==> src/core/spc_pkg.sv <==
// Package for the lane PLL and clock-recovery control block.
// Holds register offsets, field positions, reset values, states and carriers.
package spc_pkg;

    localparam int unsigned ADDR_W = 12;

    localparam logic [ADDR_W-1:0] ADDR_RECOVERY_MODE = 12'h0230;
    localparam logic [ADDR_W-1:0] ADDR_EQ_BIAS = 12'h0268;
    localparam logic [ADDR_W-1:0] ADDR_SYNTH_CTRL = 12'h0280;
    localparam logic [ADDR_W-1:0] ADDR_LOCK_STATUS = 12'h0281;
    localparam logic [ADDR_W-1:0] ADDR_LOCK_CONFIG = 12'h0282;

    localparam logic [7:0] RST_RECOVERY_MODE = 8'h20;
    localparam logic [7:0] RST_EQ_BIAS = 8'h72;
    localparam logic [7:0] RST_SYNTH_CTRL = 8'h00;
    localparam logic [7:0] RST_LOCK_CONFIG = 8'h0C;
    localparam logic [7:0] MASK_SYNTH_CTRL = 8'h07;
    localparam logic [7:0] MASK_LOCK_CONFIG = 8'h0D;
    localparam logic [7:0] ZERO_BYTE = 8'h00;

    localparam int unsigned HALF_RATE_BIT = 5;
    localparam int unsigned OVERSAMPLE_BIT = 1;
    localparam int unsigned EQ_POWER_LSB = 6;
    localparam int unsigned RECAL_BIT = 2;
    localparam int unsigned ENABLE_BIT = 0;
    localparam int unsigned OSC_LEVEL_BIT = 0;
    localparam int unsigned LOCK_WIN_LSB = 2;

    localparam int unsigned ST_ABOVE_BIT = 5;
    localparam int unsigned ST_BELOW_BIT = 4;
    localparam int unsigned ST_PUMP_BIT = 3;
    localparam int unsigned ST_VCO_BIT = 2;
    localparam int unsigned ST_BIAS_BIT = 1;
    localparam int unsigned ST_LOCK_BIT = 0;

    typedef enum logic [4:0] {
        ST_OFF = 5'b0_0001,
        ST_BIAS = 5'b0_0010,
        ST_VCO_CAL = 5'b0_0100,
        ST_PUMP_CAL = 5'b0_1000,
        ST_RUN = 5'b1_0000
    } spc_fsm_e;

    // Analog front-end indications, all synchronous to the register clock.
    typedef struct packed {
        logic bias_ready;
        logic vco_cal_done;
        logic pump_cal_done;
        logic lock_raw;
        logic pump_above;
        logic pump_below;
    } spc_analog_s;

    // Controls driven into the analog front end.
    typedef struct packed {
        logic half_rate;
        logic oversample;
        logic [1:0] eq_power;
        logic bias_enable;
        logic vco_cal_run;
        logic pump_cal_run;
    } spc_ctrl_s;

endpackage

==> src/core/spc_pll_cdr_ctrl.sv <==
// Control and status logic for the receive-lane PLL and clock recovery.
// Assumes a register port fed by the serial programming interface, on clk_i.
// Operation
// - Half-rate select chooses half-rate recovery above 6 Gbps; resets to one.
// - Oversample enable, reset zero, oversamples lane data for 1.44 to 2.88 Gbps.
// - Two-bit equalizer power field: 0 normal, 1 low power; resets low power.
// - Rising edge of recalibrate reruns all PLL calibrations; steady high does not.
// - Setting PLL turn-on powers bias currents, then sequences into calibration.
// - With level select zero, upper flag shows pump above upper threshold.
// - With level select zero, lower flag shows pump below lower threshold.
// - Pump calibration done flag reads one once the calibration result is valid.
// - Oscillator calibration flag reads one throughout a running VCO calibration.
// - Bias currents flag reads one once the bias currents are ready.
// - Lock flag reads one only after lock held for the window length.
// - Lock window length is a two-bit field resetting to three.
`timescale 1ns/1ps
`default_nettype none

module spc_pll_cdr_ctrl #(
    parameter int unsigned LOCK_BASE = 64, // Lock window cycles at field value zero.
    parameter int unsigned LOCK_CNT_W = 10 // Width of the lock hold counter.
) (
    input wire logic clk_i, // Register port clock, 200 MHz.
    input wire logic rst_n_i, // Asynchronous reset, active low.
    input wire logic en_i, // Clock enable; all state holds while low.
    input wire logic [spc_pkg::ADDR_W-1:0] reg_addr_i, // Register byte address.
    input wire logic reg_wr_i, // Write strobe, one cycle.
    input wire logic reg_rd_i, // Read strobe, one cycle.
    input wire logic [7:0] reg_wdata_i, // Write data.
    output logic [7:0] reg_rdata_o, // Read data, valid the cycle after reg_rd_i.
    input wire spc_pkg::spc_analog_s analog_i, // Front-end indications.
    output var spc_pkg::spc_ctrl_s ctrl_o // Front-end controls.
);

    typedef struct packed {
        logic [7:0] mode;
        logic [7:0] eq;
        logic [7:0] synth;
        logic [7:0] cfg;
        logic recal_prev;
        spc_pkg::spc_fsm_e fsm;
        logic [LOCK_CNT_W-1:0] lock_cnt;
        logic [5:0] status;
        logic [7:0] rdata;
        spc_pkg::spc_ctrl_s ctrl;
    } spc_state_s;

    spc_state_s st_q;
    spc_state_s st_d;

    logic recal_edge;
    logic enable;
    logic osc_level;
    logic [1:0] lock_win;
    logic [LOCK_CNT_W-1:0] lock_target;

    assign enable = st_q.synth[spc_pkg::ENABLE_BIT];
    assign osc_level = st_q.cfg[spc_pkg::OSC_LEVEL_BIT];
    assign lock_win = st_q.cfg[spc_pkg::LOCK_WIN_LSB +: 2];
    assign lock_target = LOCK_CNT_W'((LOCK_BASE << lock_win) - 1);
    assign recal_edge = st_q.synth[spc_pkg::RECAL_BIT] & ~st_q.recal_prev;

    always_comb begin
        st_d = st_q;
        st_d.recal_prev = st_q.synth[spc_pkg::RECAL_BIT];

        if (reg_wr_i) begin
            unique case (reg_addr_i)
                spc_pkg::ADDR_RECOVERY_MODE: st_d.mode = reg_wdata_i;
                spc_pkg::ADDR_EQ_BIAS: st_d.eq = reg_wdata_i;
                spc_pkg::ADDR_SYNTH_CTRL: st_d.synth = reg_wdata_i & spc_pkg::MASK_SYNTH_CTRL;
                spc_pkg::ADDR_LOCK_CONFIG: st_d.cfg = reg_wdata_i & spc_pkg::MASK_LOCK_CONFIG;
                default: st_d.mode = st_q.mode;
            endcase
        end

        unique case (st_q.fsm)
            spc_pkg::ST_OFF: begin
                if (enable) begin
                    st_d.fsm = spc_pkg::ST_BIAS;
                end
            end
            spc_pkg::ST_BIAS: begin
                if (analog_i.bias_ready) begin
                    st_d.fsm = spc_pkg::ST_VCO_CAL;
                end
            end
            spc_pkg::ST_VCO_CAL: begin
                if (analog_i.vco_cal_done) begin
                    st_d.fsm = spc_pkg::ST_PUMP_CAL;
                end
            end
            spc_pkg::ST_PUMP_CAL: begin
                if (analog_i.pump_cal_done) begin
                    st_d.fsm = spc_pkg::ST_RUN;
                end
            end
            spc_pkg::ST_RUN: begin
                st_d.fsm = spc_pkg::ST_RUN;
            end
        endcase
        if (recal_edge && st_q.fsm != spc_pkg::ST_OFF && st_q.fsm != spc_pkg::ST_BIAS) begin
            st_d.fsm = spc_pkg::ST_VCO_CAL;
        end
        // Turning the PLL off wins over everything and drops all progress.
        if (!enable) begin
            st_d.fsm = spc_pkg::ST_OFF;
        end

        if (st_q.fsm == spc_pkg::ST_RUN && analog_i.lock_raw) begin
            if (st_q.lock_cnt >= lock_target) begin
                st_d.status[spc_pkg::ST_LOCK_BIT] = 1'b1;
            end else begin
                st_d.lock_cnt = st_q.lock_cnt + LOCK_CNT_W'(1);
            end
        end else begin
            st_d.lock_cnt = '0;
            st_d.status[spc_pkg::ST_LOCK_BIT] = 1'b0;
        end
        if (st_d.fsm != spc_pkg::ST_RUN) begin
            st_d.lock_cnt = '0;
            st_d.status[spc_pkg::ST_LOCK_BIT] = 1'b0;
        end

        st_d.status[spc_pkg::ST_ABOVE_BIT] = ~osc_level & analog_i.pump_above;
        st_d.status[spc_pkg::ST_BELOW_BIT] = ~osc_level & analog_i.pump_below;
        st_d.status[spc_pkg::ST_PUMP_BIT] = (st_d.fsm == spc_pkg::ST_RUN);
        st_d.status[spc_pkg::ST_VCO_BIT] = (st_d.fsm == spc_pkg::ST_VCO_CAL);
        st_d.status[spc_pkg::ST_BIAS_BIT] = (st_d.fsm != spc_pkg::ST_OFF)
                                            && (st_d.fsm != spc_pkg::ST_BIAS);

        st_d.ctrl.half_rate = st_d.mode[spc_pkg::HALF_RATE_BIT];
        st_d.ctrl.oversample = st_d.mode[spc_pkg::OVERSAMPLE_BIT];
        st_d.ctrl.eq_power = st_d.eq[spc_pkg::EQ_POWER_LSB +: 2];
        st_d.ctrl.bias_enable = (st_d.fsm != spc_pkg::ST_OFF);
        st_d.ctrl.vco_cal_run = (st_d.fsm == spc_pkg::ST_VCO_CAL);
        st_d.ctrl.pump_cal_run = (st_d.fsm == spc_pkg::ST_PUMP_CAL);

        // Reads show the stored values; unmapped addresses read zero.
        if (reg_rd_i) begin
            unique case (reg_addr_i)
                spc_pkg::ADDR_RECOVERY_MODE: st_d.rdata = st_q.mode;
                spc_pkg::ADDR_EQ_BIAS: st_d.rdata = st_q.eq;
                spc_pkg::ADDR_SYNTH_CTRL: st_d.rdata = st_q.synth;
                spc_pkg::ADDR_LOCK_STATUS: st_d.rdata = {2'b00, st_q.status};
                spc_pkg::ADDR_LOCK_CONFIG: st_d.rdata = st_q.cfg;
                default: st_d.rdata = spc_pkg::ZERO_BYTE;
            endcase
        end
    end

    always_ff @(posedge clk_i or negedge rst_n_i) begin
        if (!rst_n_i) begin
            st_q.mode <= spc_pkg::RST_RECOVERY_MODE;
            st_q.eq <= spc_pkg::RST_EQ_BIAS;
            st_q.synth <= spc_pkg::RST_SYNTH_CTRL;
            st_q.cfg <= spc_pkg::RST_LOCK_CONFIG;
            st_q.recal_prev <= 1'b0;
            st_q.fsm <= spc_pkg::ST_OFF;
            st_q.lock_cnt <= '0;
            st_q.status <= '0;
            st_q.rdata <= '0;
            st_q.ctrl.half_rate <= spc_pkg::RST_RECOVERY_MODE[spc_pkg::HALF_RATE_BIT];
            st_q.ctrl.oversample <= 1'b0;
            st_q.ctrl.eq_power <= spc_pkg::RST_EQ_BIAS[spc_pkg::EQ_POWER_LSB +: 2];
            st_q.ctrl.bias_enable <= 1'b0;
            st_q.ctrl.vco_cal_run <= 1'b0;
            st_q.ctrl.pump_cal_run <= 1'b0;
        end else if (en_i) begin
            st_q <= st_d;
        end
    end

    assign reg_rdata_o = st_q.rdata;
    assign ctrl_o = st_q.ctrl;
endmodule

`default_nettype wire

==> config.mk <==
export PLATFORM = sky130hd
export DESIGN_NAME = spc_pll_cdr_ctrl
export DESIGN_NICKNAME = d
export VERILOG_FILES = /design/src/core/spc_pkg.sv /design/src/core/spc_pll_cdr_ctrl.sv
export SDC_FILE = /design/constraint.sdc
export NUM_CORES = 1
export LEC_CHECK = 0
export ABC_AREA = 0
export BUFFER_PORTS_ARGS = -buffer_cell sky130_fd_sc_hd__buf_2
export CAP_MARGIN = 15
export CORE_MARGIN = 2
export CORE_UTILIZATION = 35
export CTS_CLUSTER_DIAMETER = 150
export DETAILED_ROUTE_END_ITERATION = 10
export MAX_ROUTING_LAYER = met4
export PLACE_DENSITY = 0.58
export SYNTH_ARGS = -nofsm -noshare
export SYNTH_HDL_FRONTEND = slang
export SYNTH_SLANG_ARGS = --single-unit
==> constraint.sdc <==
create_clock -name clk_i -period 2.7 [get_ports clk_i]
set_clock_uncertainty 0.1 [all_clocks]
set_input_delay 0.27 -clock clk_i [delete_from_list [all_inputs] [get_ports clk_i]]
set_output_delay 0.27 -clock clk_i [all_outputs]
set_load 0.005 [all_outputs]
==> run summary <==
Worst r2r path cells = 7
Post-Route WL = 6.34 mm
Drt drc = 0
Worst setup path class = reg2reg
CTS Buffer Depth = 2
VDD IR max = 0.190 mV
Top cells by area, synth = dfrtp_1 (40%), mux2_2 (7.4%), dfstp_2 (7.3%), buf_4 (3.9%), nand2_1 (3.1%)
Power Density = 427 mW/mm^2
I/O pin count = 46
Die X = 94.9 um
Post-cts sizing count = 0
Commonest non-fill, non-tap cells in the layout = dfrtp_1 (46), buf_2 (45), nand2_1 (24), mux2_2 (19), nor2_1 (18)
Ys flop type = dfrtp_1
Area Overhead vs Synth = 12.1%
Peak Freq = 411 MHz
Dpl hpwl = 4.67 mm
Fraction of layout cells with a size suffix above 1 = 0.303
Grt ovf = 0
CP Launch Point = lock_win[1]$_DFFE_PN1P_
Post-synthesis compound-gate area fraction = 0.147
Initial antenna violation count = 0
Setup Viol. Count Final = 0
Adder-cell area share of the yosys netlist = 0.0216
Worst r2r dst = st_q[25]$_DFFE_PN0P_
Skew-Pair Late Insertion Delay = 0.30 ns
Sink Count = 54
Post-Syn Instances = 285
Number of vias per cell = 5.24
Num CTS Buffers = 5
Initial DRC count = 116
DRT Pass-1 Iters = 4
Final worst path period need = 2.43 ns
Row count = 33
Cell area after synthesis = 0.00289 mm^2
Commonest non-fill, non-tap cell in the layout = dfrtp_1
Type of origin of the critical path = flip-flop
Diode count = 0
Critical Path RT = 2.84 ns
Core area = 0.00809 mm^2
Slew Limit Fails = 0
Die Footprint = 0.00900 mm^2
Slew @ Worst Pin = 0.757 ns
Number of nets in the layout = 355
Worst flop-to-flop path startpoint = lock_win[1]$_DFFE_PN1P_
WP data arrival = 2.58 ns
Critical path fanouts, max = 13
Placer congestion estimate = 0.730
Synth top area share = 0.398
Buffer count from post-CTS setup fixing = 0
Post-synthesis simple-gate area fraction = 0.176
Via Count = 2229
DRT antenna net count = 0
All-Layer GR Usage = 0.155
Synthesized area per cell = 10.1 um^2
Period Utilization, post-route = 0.902
# H-tree levels = 2
Initial Util = 0.357
DIE HEIGHT = 94.9 um
Hold-fix buffers, CTS = 1
P_leak = 1.51 nW
Setup_tns = 0 ns
Syn nets = 321
Post-synthesis cell type count = 51
CP endpoint kind = flip-flop
Fraction of registers with async set/reset = 1.00
Hold crit path type = in2reg
Max-Cap Viols = 0
Fillers = 825
Post-synthesis sequential area ratio = 0.471
Status = finished clean
Biggest area consumer among synthesized cells = dfrtp_1
Fin util = 0.401
Post-synthesis xor/xnor area fraction = 0
RSZ-0062 raised after global routing = no
Largest family of logic cells by synthesized area = simple AND/OR/NAND/NOR gates
Largest net degree at the start of global routing = 23
Syn. warnings = 0
#FFs+latches synth = 54
First-pass GRT wire length = 10.5 mm
CTS Root Cell = clkbuf_8
CTS clk-pin slew, worst paths = 0.10 ns
CTS tree = yes
Final Hold Viols = 0
Worst slew margin = 0.482
Vias in the first global route = 2141
PortBufs = 45
Worst setup path end = st_q[25]$_DFFE_PN0P_
Mux cell area share after synthesis = 0.110
FF-to-FF setup slack = 0.27 ns
Wire per inst = 14.9 um
Post-synth EDFFs = 0
## power breakdown
group          internal, mW  switching (mW)
Sequential            0.824         0.00827
Combinational        0.0451          0.0637
Clock                 0.184           0.259
## metal layers
layer	global-route usage	up-vias	wire [um]
met4	0.0362	0	46
met2	0.242	55	2990
li1	-	1093	-
met3	0.0247	2	272
met5	-	-	0
met1	0.213	1079	3030
## area by class of cell
cell class              instances  area [um^2]  share of cell area
flip-flops and latches         54         1360               0.420
multi-input cells             192         1320               0.407
repair buffers                 55          303              0.0934
well taps                     105          131              0.0405
clock buffers                   6         72.6              0.0224
inverters                      11         41.3              0.0127
clock inverters                 2         13.8             0.00425
## stage by stage
step	power, mW	cell area, um^2	instances	hold WS [ns]	setup WS [ns]
3_3_place_gp	0.958	3150	416	0.150	0.246
3_5_place_dp	0.959	3150	416	0.152	0.205
4_1_cts	1.41	3240	425	0.0781	0.265
5_1_grt	1.46	3240	425	0.0764	0.0645
2_1_floorplan	0.906	2890	285	-0.126	0.309
6_report	1.38	3240	425	0.0808	0.265
## critical path: stages, from the launching register on
cell     delay [ns]
dfstp_2        0.57
nand2_1        0.07
ha_1           0.31
a41oi_1        0.20
o21ai_0        0.12
or2_2          0.40
or4_1          0.52
nand3_1        0.09
## registers in the layout, indices dropped and copies added (netlist names)
signal,count
lock_win,2
reg_rdata_o,8
osc_level,1
ctrl_o,2
st_d,1
enable,1
st_q,39
## synth_stat cells (all sizes together) (2+ instances only)
cell type / instances
a21o: 4
a21oi: 16
a221oi: 5
a22o: 3
a2bb2oi: 3
a31oi: 2
a41oi: 2
and2: 3
buf: 17
clkbuf: 11
dfrtp: 46
dfstp: 8
ha: 5
inv: 11
mux2: 25
mux2i: 3
nand2: 24
nand2b: 3
nand3: 10
nand3b: 3
nand4: 2
nor2: 18
nor2b: 3
nor3: 8
nor4: 4
o211ai: 2
o21ai: 12
o311ai: 5
o31ai: 3
or2: 2
or3: 3
or4: 5
or4b: 3
## logic make-up after synthesis
logic type,count (synthesis)
other cells,1
fa+ha+maj,5
simple gates,95
buf+inv,39
compound gates,63
flops,54
mux,28
## how the worst min path moves through the flow
| stage | start | to | slack [ns] | cells after the start |
|---|---|---|---|---|
| after global routing | analog_i[0] | st_q[19]$_DFFE_PN0P_ | 0.08 | 2 |
| after floorplan | rst_n_i | ctrl_o[0]$_DFFE_PN0P_ | -0.13 | 0 |
| after CTS | analog_i[1] | st_q[20]$_DFFE_PN0P_ | 0.08 | 2 |
| after global placement | rst_n_i | st_q[33]$_DFFE_PN0P_ | 0.15 | 1 |
| final | analog_i[1] | st_q[20]$_DFFE_PN0P_ | 0.08 | 2 |
| after detailed placement | rst_n_i | st_q[33]$_DFFE_PN0P_ | 0.15 | 1 |
No activity file was read; power rests on OpenSTA's default activity.
